==> src/switch_cfg_pkg.sv <==
// constants, field layout and config carrier of the global switch config bank
// assumes a 12-bit byte address and 16-bit data on the register port
package switch_cfg_pkg;

  localparam int ADDR_W = 12;
  localparam int DATA_W = 16;
  localparam int MTU_W  = 14;
  localparam int DA_W   = 48;
  localparam int IDX_W  = 10;
  localparam int CNT_W  = 16;
  localparam int AGEP_W = 8;
  localparam int AGET_W = 11;

  localparam logic [11:0] OFF_MTU  = 12'h308;
  localparam logic [11:0] OFF_TPID = 12'h30a;
  localparam logic [11:0] OFF_LUE0 = 12'h310;

  localparam logic [13:0] MTU_RST   = 14'h07d0;
  localparam logic [13:0] MTU_JUMBO = 14'h2328;
  localparam logic [1:0]  MTU_RSVD_RST = 2'h0;
  localparam logic [15:0] TPID_RST  = 16'h9100;

  // lookup engine control zero layout
  localparam int VLAN_EN_BIT  = 7;
  localparam int DROP_VID_BIT = 6;
  localparam int AGE_MSB      = 5;
  localparam int AGE_LSB      = 3;
  localparam int RSVD_MC_BIT  = 2;
  localparam int HASH_MSB     = 1;
  localparam int HASH_LSB     = 0;

  localparam logic       VLAN_EN_RST  = 1'b0;
  localparam logic       DROP_VID_RST = 1'b1;
  localparam logic [2:0] AGE_RST      = 3'h4;
  localparam logic       RSVD_MC_RST  = 1'b0;
  localparam logic [1:0] HASH_RST     = 2'h1;

  localparam logic [1:0] HASH_DIRECT_LO = 2'h0;
  localparam logic [1:0] HASH_CRC       = 2'h1;
  localparam logic [1:0] HASH_XOR       = 2'h2;
  localparam logic [1:0] HASH_DIRECT_HI = 2'h3;

  // crc generator for the dynamic table index
  localparam logic [9:0] CRC_POLY = 10'h233;

  typedef struct packed {
    logic [1:0]  mtuRsvd;
    logic [13:0] mtu;
    logic [15:0] tpid;
    logic        vlanEn;
    logic        dropInvalidVid;
    logic [2:0]  ageCount;
    logic        rsvdMcastEn;
    logic [1:0]  hashSel;
  } cfg_s;

  localparam cfg_s CFG_RST = '{
    mtuRsvd:        MTU_RSVD_RST,
    mtu:            MTU_RST,
    tpid:           TPID_RST,
    vlanEn:         VLAN_EN_RST,
    dropInvalidVid: DROP_VID_RST,
    ageCount:       AGE_RST,
    rsvdMcastEn:    RSVD_MC_RST,
    hashSel:        HASH_RST
  };

endpackage : switch_cfg_pkg

==> src/lookup_hash.sv <==
// dynamic address table index generator: direct, crc or xor fold
// purely combinational; the caller registers the result
module lookup_hash #(
  parameter int DA_W  = switch_cfg_pkg::DA_W,
  parameter int IDX_W = switch_cfg_pkg::IDX_W
) (
  input  wire logic [DA_W-1:0]  destAddr,
  input  wire logic [1:0]       lookupHashSelect,
  output logic      [IDX_W-1:0] index
);

  logic [IDX_W-1:0] crcIdx;
  logic [IDX_W-1:0] xorIdx;

  // crc shifts the address in msb first
  always_comb begin
    logic fb;
    fb = 1'b0;
    crcIdx = '0;
    for (int i = DA_W - 1; i >= 0; i--) begin
      fb = crcIdx[IDX_W-1] ^ destAddr[i];
      crcIdx = {crcIdx[IDX_W-2:0], 1'b0};
      if (fb) begin
        crcIdx = crcIdx ^ switch_cfg_pkg::CRC_POLY;
      end
    end
  end

  // xor folds every address bit onto index bit (position mod width)
  always_comb begin
    xorIdx = '0;
    for (int i = 0; i < DA_W; i++) begin
      xorIdx[i % IDX_W] = xorIdx[i % IDX_W] ^ destAddr[i];
    end
  end

  always_comb begin
    case (lookupHashSelect)
      switch_cfg_pkg::HASH_CRC: index = crcIdx;
      switch_cfg_pkg::HASH_XOR: index = xorIdx;
      default:                  index = destAddr[IDX_W-1:0];
    endcase
  end

endmodule : lookup_hash

==> src/switch_frame_vlan_lookup_config.sv <==
// global config bank: payload length limit, outer tag type, lookup control zero
// assumes synchronous inputs from the forwarding datapath and one-cycle strobes
// How it works
// - 14-bit payload length limit, read/write, resets to 2000.
// - payload bytes beyond the programmed limit are cut off.
// - limits up to 9000 are stored and honoured for jumbo frames.
// - 16-bit outer tag type, resets to 0x9100, used for default and outer tags.
// - master vlan enable, clear at reset, gates vlan forwarding and filtering.
// - drop bit set (reset one): packets with invalid vlan id are discarded.
// - drop bit clear: invalid vlan id packets go to the host port.
// - unknown vlan id forwarding, when enabled, overrides the drop bit.
// - 3-bit age count, reset 100b, written into each updated dynamic entry.
// - aging time comes from age count combined with the age period.
// - reserved multicast table enable, clear at reset.
// - hash select 00 or 11 indexes by the ten low destination bits.
// - hash select 01 (reset) uses crc, 10 uses xor.
// - soft reset returns every field here to its default.
module switch_frame_vlan_lookup_config #(
  parameter int ADDR_W = switch_cfg_pkg::ADDR_W,
  parameter int DATA_W = switch_cfg_pkg::DATA_W,
  parameter int DA_W   = switch_cfg_pkg::DA_W,
  parameter int IDX_W  = switch_cfg_pkg::IDX_W
) (
  input  wire logic              clk,
  input  wire logic              rstn,
  input  wire logic [ADDR_W-1:0] regAddr,
  input  wire logic [DATA_W-1:0] regWdata,
  input  wire logic              regWr,
  input  wire logic              regRd,
  output logic      [DATA_W-1:0] regRdata,
  input  wire logic              softReset,
  input  wire logic              frameStart,
  input  wire logic              payloadValid,
  output logic                   payloadPass,
  output logic                   truncated,
  output logic [15:0]            frameTagType,
  output logic                   frameVlanEn,
  output logic                   frameRsvdMcastEn,
  input  wire logic              vidCheck,
  input  wire logic              vidInvalid,
  input  wire logic              unknownVidFwdEn,
  output logic                   vidDrop,
  output logic                   vidToHost,
  input  wire logic              lookupReq,
  input  wire logic [DA_W-1:0]   destAddr,
  output logic                   lookupValid,
  output logic [IDX_W-1:0]       lookupIndex,
  input  wire logic              entryUpdate,
  output logic                   entryAgeWrite,
  output logic [2:0]             entryAgeCount,
  input  wire logic [switch_cfg_pkg::AGEP_W-1:0] agePeriod,
  output logic [switch_cfg_pkg::AGET_W-1:0]      agingTime
);

  switch_cfg_pkg::cfg_s cfg;
  switch_cfg_pkg::cfg_s frameCfg;
  switch_cfg_pkg::cfg_s effCfg;
  logic [switch_cfg_pkg::CNT_W-1:0] byteCount;
  logic [switch_cfg_pkg::CNT_W-1:0] limit;
  logic [IDX_W-1:0]                 next_index;
  logic [7:0]                       lue0;
  logic                             bytePasses;

  wire wrMtu  = regWr && (regAddr == switch_cfg_pkg::OFF_MTU);
  wire wrTpid = regWr && (regAddr == switch_cfg_pkg::OFF_TPID);
  wire wrLue0 = regWr && (regAddr == switch_cfg_pkg::OFF_LUE0);

  // soft reset outranks a write landing in the same cycle
  always_ff @(posedge clk or negedge rstn) begin
    if (!rstn) begin
      cfg <= switch_cfg_pkg::CFG_RST;
    end else if (softReset) begin
      cfg <= switch_cfg_pkg::CFG_RST;
    end else begin
      if (wrMtu) begin
        // full 14 bits kept so jumbo limits survive
        cfg.mtu     <= regWdata[switch_cfg_pkg::MTU_W-1:0];
        cfg.mtuRsvd <= regWdata[15:14];
      end
      if (wrTpid) begin
        cfg.tpid <= regWdata;
      end
      if (wrLue0) begin
        cfg.vlanEn         <= regWdata[switch_cfg_pkg::VLAN_EN_BIT];
        cfg.dropInvalidVid <= regWdata[switch_cfg_pkg::DROP_VID_BIT];
        cfg.ageCount       <= regWdata[switch_cfg_pkg::AGE_MSB:switch_cfg_pkg::AGE_LSB];
        cfg.rsvdMcastEn    <= regWdata[switch_cfg_pkg::RSVD_MC_BIT];
        cfg.hashSel        <= regWdata[switch_cfg_pkg::HASH_MSB:switch_cfg_pkg::HASH_LSB];
      end
    end
  end

  always_comb begin
    lue0 = '0;
    lue0[switch_cfg_pkg::VLAN_EN_BIT]  = cfg.vlanEn;
    lue0[switch_cfg_pkg::DROP_VID_BIT] = cfg.dropInvalidVid;
    lue0[switch_cfg_pkg::AGE_MSB:switch_cfg_pkg::AGE_LSB] = cfg.ageCount;
    lue0[switch_cfg_pkg::RSVD_MC_BIT]  = cfg.rsvdMcastEn;
    lue0[switch_cfg_pkg::HASH_MSB:switch_cfg_pkg::HASH_LSB] = cfg.hashSel;
  end

  // read data stands for exactly one cycle; unmapped reads give zero
  always_ff @(posedge clk or negedge rstn) begin
    if (!rstn) begin
      regRdata <= '0;
    end else if (regRd) begin
      case (regAddr)
        switch_cfg_pkg::OFF_MTU:  regRdata <= {cfg.mtuRsvd, cfg.mtu};
        switch_cfg_pkg::OFF_TPID: regRdata <= cfg.tpid;
        switch_cfg_pkg::OFF_LUE0: regRdata <= {8'h00, lue0};
        default:                  regRdata <= '0;
      endcase
    end else begin
      regRdata <= '0;
    end
  end

  // a frame starting in the write cycle still sees the old value,
  // because cfg only changes at the edge that ends the write
  assign effCfg = frameStart ? cfg : frameCfg;

  always_ff @(posedge clk or negedge rstn) begin
    if (!rstn) begin
      frameCfg <= switch_cfg_pkg::CFG_RST;
    end else if (frameStart) begin
      frameCfg <= cfg;
    end
  end

  always_ff @(posedge clk or negedge rstn) begin
    if (!rstn) begin
      frameTagType     <= switch_cfg_pkg::TPID_RST;
      frameVlanEn      <= switch_cfg_pkg::VLAN_EN_RST;
      frameRsvdMcastEn <= switch_cfg_pkg::RSVD_MC_RST;
    end else begin
      frameTagType     <= effCfg.tpid;
      frameVlanEn      <= effCfg.vlanEn;
      frameRsvdMcastEn <= effCfg.rsvdMcastEn;
    end
  end

  // payload byte counter, restarted by each frame, saturating
  assign limit      = {2'h0, effCfg.mtu};
  assign bytePasses = (frameStart ? '0 : byteCount) < limit;

  always_ff @(posedge clk or negedge rstn) begin
    if (!rstn) begin
      byteCount <= '0;
    end else if (frameStart) begin
      byteCount <= {{(switch_cfg_pkg::CNT_W-1){1'b0}}, payloadValid};
    end else if (payloadValid && (byteCount != '1)) begin
      byteCount <= byteCount + 1'b1;
    end
  end

  always_ff @(posedge clk or negedge rstn) begin
    if (!rstn) begin
      payloadPass <= 1'b0;
      truncated   <= 1'b0;
    end else begin
      payloadPass <= payloadValid && bytePasses;
      if (payloadValid && !bytePasses) begin
        truncated <= 1'b1;
      end else if (frameStart) begin
        truncated <= 1'b0;
      end
    end
  end

  // invalid vid verdict; nothing is said when vlan mode is off
  always_ff @(posedge clk or negedge rstn) begin
    if (!rstn) begin
      vidDrop   <= 1'b0;
      vidToHost <= 1'b0;
    end else begin
      vidDrop   <= 1'b0;
      vidToHost <= 1'b0;
      if (vidCheck && vidInvalid && effCfg.vlanEn && !unknownVidFwdEn) begin
        vidDrop   <= effCfg.dropInvalidVid;
        vidToHost <= !effCfg.dropInvalidVid;
      end
    end
  end

  lookup_hash #(
    .DA_W  (DA_W),
    .IDX_W (IDX_W)
  ) u_hash (
    .destAddr         (destAddr),
    .lookupHashSelect (effCfg.hashSel),
    .index            (next_index)
  );

  always_ff @(posedge clk or negedge rstn) begin
    if (!rstn) begin
      lookupValid <= 1'b0;
      lookupIndex <= '0;
    end else begin
      lookupValid <= lookupReq;
      if (lookupReq) begin
        lookupIndex <= next_index;
      end
    end
  end

  // age count follows the live register: table upkeep is not per frame
  always_ff @(posedge clk or negedge rstn) begin
    if (!rstn) begin
      entryAgeWrite <= 1'b0;
      entryAgeCount <= switch_cfg_pkg::AGE_RST;
      agingTime     <= '0;
    end else begin
      entryAgeWrite <= entryUpdate;
      if (entryUpdate) begin
        entryAgeCount <= cfg.ageCount;
      end
      agingTime <= switch_cfg_pkg::AGET_W'({8'h00, cfg.ageCount} *
                                           {3'h0, agePeriod});
    end
  end
endmodule : switch_frame_vlan_lookup_config

==> config.mk <==
export PLATFORM = sky130hd
export DESIGN_NAME = switch_frame_vlan_lookup_config
export DESIGN_NICKNAME = d
export VERILOG_FILES = /design/src/switch_cfg_pkg.sv /design/src/lookup_hash.sv /design/src/switch_frame_vlan_lookup_config.sv
export SDC_FILE = /design/constraint.sdc
export NUM_CORES = 1
export LEC_CHECK = 0
export BUFFER_PORTS_ARGS = -buffer_cell sky130_fd_sc_hd__buf_4
export CAP_MARGIN = 25
export CORE_MARGIN = 2
export CORE_UTILIZATION = 56
export CTS_CLUSTER_SIZE = 10
export DETAILED_ROUTE_END_ITERATION = 12
export PLACE_DENSITY_LB_ADDON = 0.2
export REMOVE_ABC_BUFFERS = 1
export SETUP_SLACK_MARGIN = 0.4
export SLEW_MARGIN = 5
export SYNTH_ARGS = -nofsm -noshare
export SYNTH_HDL_FRONTEND = slang
export SYNTH_SLANG_ARGS = --single-unit
==> constraint.sdc <==
create_clock -name clk -period 4.28 [get_ports clk]
set_clock_uncertainty 0.15 [all_clocks]
set_input_delay 0.428 -clock clk [delete_from_list [all_inputs] [get_ports clk]]
set_output_delay 0.428 -clock clk [all_outputs]
set_load 0.01 [all_outputs]
==> impl_metrics.tcl <==
set metrics [dict create \
    setup_viol 0 \
    layout_commonest_cell "buf_4" \
    worst_ep_arrival_time_ns 3.70 \
    grt.busiest_layer "met2" \
    place_area_um2 9510 \
    wl_per_cell_um 15.9 \
    slew_viol_final 0 \
    post-route-min-period_ns 3.55 \
    ant_nets 0 \
    hold_viol_final 0 \
    status "finished, final reports clean" \
    cts_setup_buffers 0 \
    slowest_delay_ns 0.52 \
    yosysTopAreaCell "dfrtp_1" \
    max_slew_margin_pct 51.9 \
    grt_pass1_vias 6090 \
    grt_max_degree 77 \
    syn_area_um2 8270 \
    grt_pass1_wl_mm 30.4 \
    fp.dieW_um 126 \
    globalRouteMet1Util_pct 32.9 \
    initial_core_util_pct 57.1 \
    crit_type "in2reg" \
    synth-seq-area-share_pct 41.8 \
    synth_area_leaders "dfrtp_1 34%, xnor2_1 11%, dfstp_2 7.6%, nand2_1 5.0%, xor2_1 4.4%" \
    clockBufferDepth 2 \
    cts_max_level 4 \
    row_count 44 \
    worst-path-buf-inv 1 \
    pre_cts_ws_ns 0.310 \
    use_met3_pct 5.39 \
    vias_per_cell 5.34 \
    grt.overflow.total 0 \
    cts-root-buf "clkbuf_16" \
    required_ns 4.43 \
    cp_max_fo 7 \
    powerDensity_nw_per_um2 513 \
    maxCapViolCount 0 \
    path_clk_slew_ns 0.06 \
    finalSetupTns_ns 0 \
    dp_hpwl_mm 13.3 \
    syn-instance-count 807 \
    final_cell_mix "165 x buf_4, 113 x dfrtp_1, 111 x nand2_1" \
    synth_ff_type "dfrtp_1" \
    place_congestion 0.837 \
    drive_above_1_share_pct 27.9 \
    cts_made_buffers 17 \
    coreArea_um2 14500 \
    fin_area_um2 10100 \
    fin_crit_sh_pct 83.0 \
    antennaDiodeCount 0 \
    cts_tree "yes" \
    vdd_drop_max_mv 0.390 \
    max_freq_ghz 0.281 \
    placed_cells_incl_taps 1110 \
    setup.worst_path.end_class "flip-flop" \
    drc 0 \
    path_cells "buf_4 -> xor2_2 -> xnor3_2 -> xor2_2 -> xnor2_2 -> xnor2_2 -> xnor3_2 -> xnor2_4 -> xnor3_2 -> xnor2_1 -> a221oi_1 -> nor2_1" \
    cts_sinks 137 \
    grt_use_met2_pct 39.0 \
    first_iter_violations 414 \
    clock_latency_ns 0.42 \
    rsz0062_at_grt "no" \
    ys_warn_count 0 \
    track_usage_pct 24.1 \
    fill_cells 1156 \
    dieArea_um2 15800 \
    die_h_um 126 \
    synth_edf_count 0 \
    drtPass1Iterations 5 \
    fin_cells 1144 \
    portBuffers 159 \
    synth_cell_types 53 \
    finalWirelength_mm 18.2 \
    syn_avg_cell_area_um2 10.3 \
    cpMostUsedCell "xnor3_2" \
    ios 160 \
    p_leak_uw 0.00479 \
    cp_top_family "XOR/XNOR gates" \
    yosys.area.top_type_share_pct 34.2 \
    num_vias 6107 \
    area_growth_pct 22.3 \
    synth-seq-cells 137 \
    antenna_found_initial 0 \
    hold_path.class "in2reg" \
    synthArstFlopShare_pct 100 \
    cpMaxStageDelayCell "xnor3_2" \
    final_nets 1076 \
    fin_ws_ns 0.728 \
    startpoint_type "input port" \
    tightest_slew_ns 0.717 \
]
[final timing paths]
kind	start	end	slack, ns	depth (start not counted)
setup / recovery	destAddr[44]	lookupIndex[9]	0.73	12
hold / removal	regWdata[12]	cfg[20]	0.08	3
setup reg to reg	cfg[5]	agingTime[10]	1.17	13
hold reg to reg	frameCfg[35]	frameCfg[35]	0.34	2
max in group asynchronous	rstn	frameCfg[32]	2.62	3
min in group asynchronous	rstn	agingTime[7]	0.44	2
[through the flow]
stage	total power [µW]	util (%)	hold slack [ns]
floorplan	3260	-	-0.0176
global placement	3740	65.7	0.321
detailed placement	3780	65.7	0.327
CTS	5230	69.9	0.0668
global route	5500	69.9	0.0775
finish	5190	69.9	0.0850
[flip-flops by register name (all words and copies together) (netlist names), 3 cells and up]
name           cells
cfg               40
frameCfg          17
byteCount         16
frameTagType      16
regRdata          16
agingTime         11
lookupIndex       10
entryAgeCount      3
[cell families (layout without fill, tap and decap cells)]
logic type | count (synthesis) | in the layout | share of synthesized area [%]
DFF | 137 | 137 | 41.8
adders and majority gates | 33 | 33 | 5.63
xor gates and xnor gates | 166 | 166 | 20.1
and+or+nand+nor | 228 | 228 | 12.8
muxes | 55 | 55 | 7.09
buffers and inverters | 84 | 237 | 4.67
AOI/OAI and AO/OA | 104 | 104 | 7.94
[worst min-delay path: stages]
cell	delay, ns
buf_4	0.08
nand2_1	0.04
nand3b_1	0.07
[cells in the mapped netlist, drive strengths merged, types with 21 or more instances]
| cell | n |
|---|---|
| clkbuf | 27 |
| ha | 26 |
| nor2 | 41 |
| o21ai | 21 |
| nand2 | 111 |
| dfstp | 24 |
| inv | 37 |
| xnor2 | 116 |
| mux2 | 29 |
| mux2i | 26 |
| dfrtp | 113 |
| a21oi | 41 |
| xor2 | 44 |
[what timing repair did]
action,in CTS,in global routing
hold buffers,2,0
endpoints found under the setup margin,0,0
hold endpoints to repair,63,0
gates resized for setup,0,0
[area by class of cell]
type | count | area [µm²] | area share [%]
multi-input cells | 586 | 4440 | 43.8
flip-flops and latches | 137 | 3460 | 34.2
repair buffers | 168 | 1270 | 12.6
clock buffers | 17 | 425 | 4.21
well taps | 184 | 230 | 2.28
clock inverters | 15 | 158 | 1.56
inverters | 37 | 139 | 1.37
[power breakdown]
| part | switching, µW | leakage (µW) | internal (µW) |
|---|---|---|---|
| Sequential | 34.2 | 0.00178 | 1370 |
| Clock | 617 | 0.000274 | 821 |
| Combinational | 1050 | 0.00273 | 1300 |
[per-layer routing]
| layer | up-vias | wire length [µm] |
|---|---|---|
| li1 | 2956 | - |
| met1 | 2920 | 8100 |
| met2 | 214 | 8720 |
| met3 | 17 | 1200 |
| met4 | 0 | 229 |
| met5 | - | 0 |
Power figures use the tool's default switching activity.
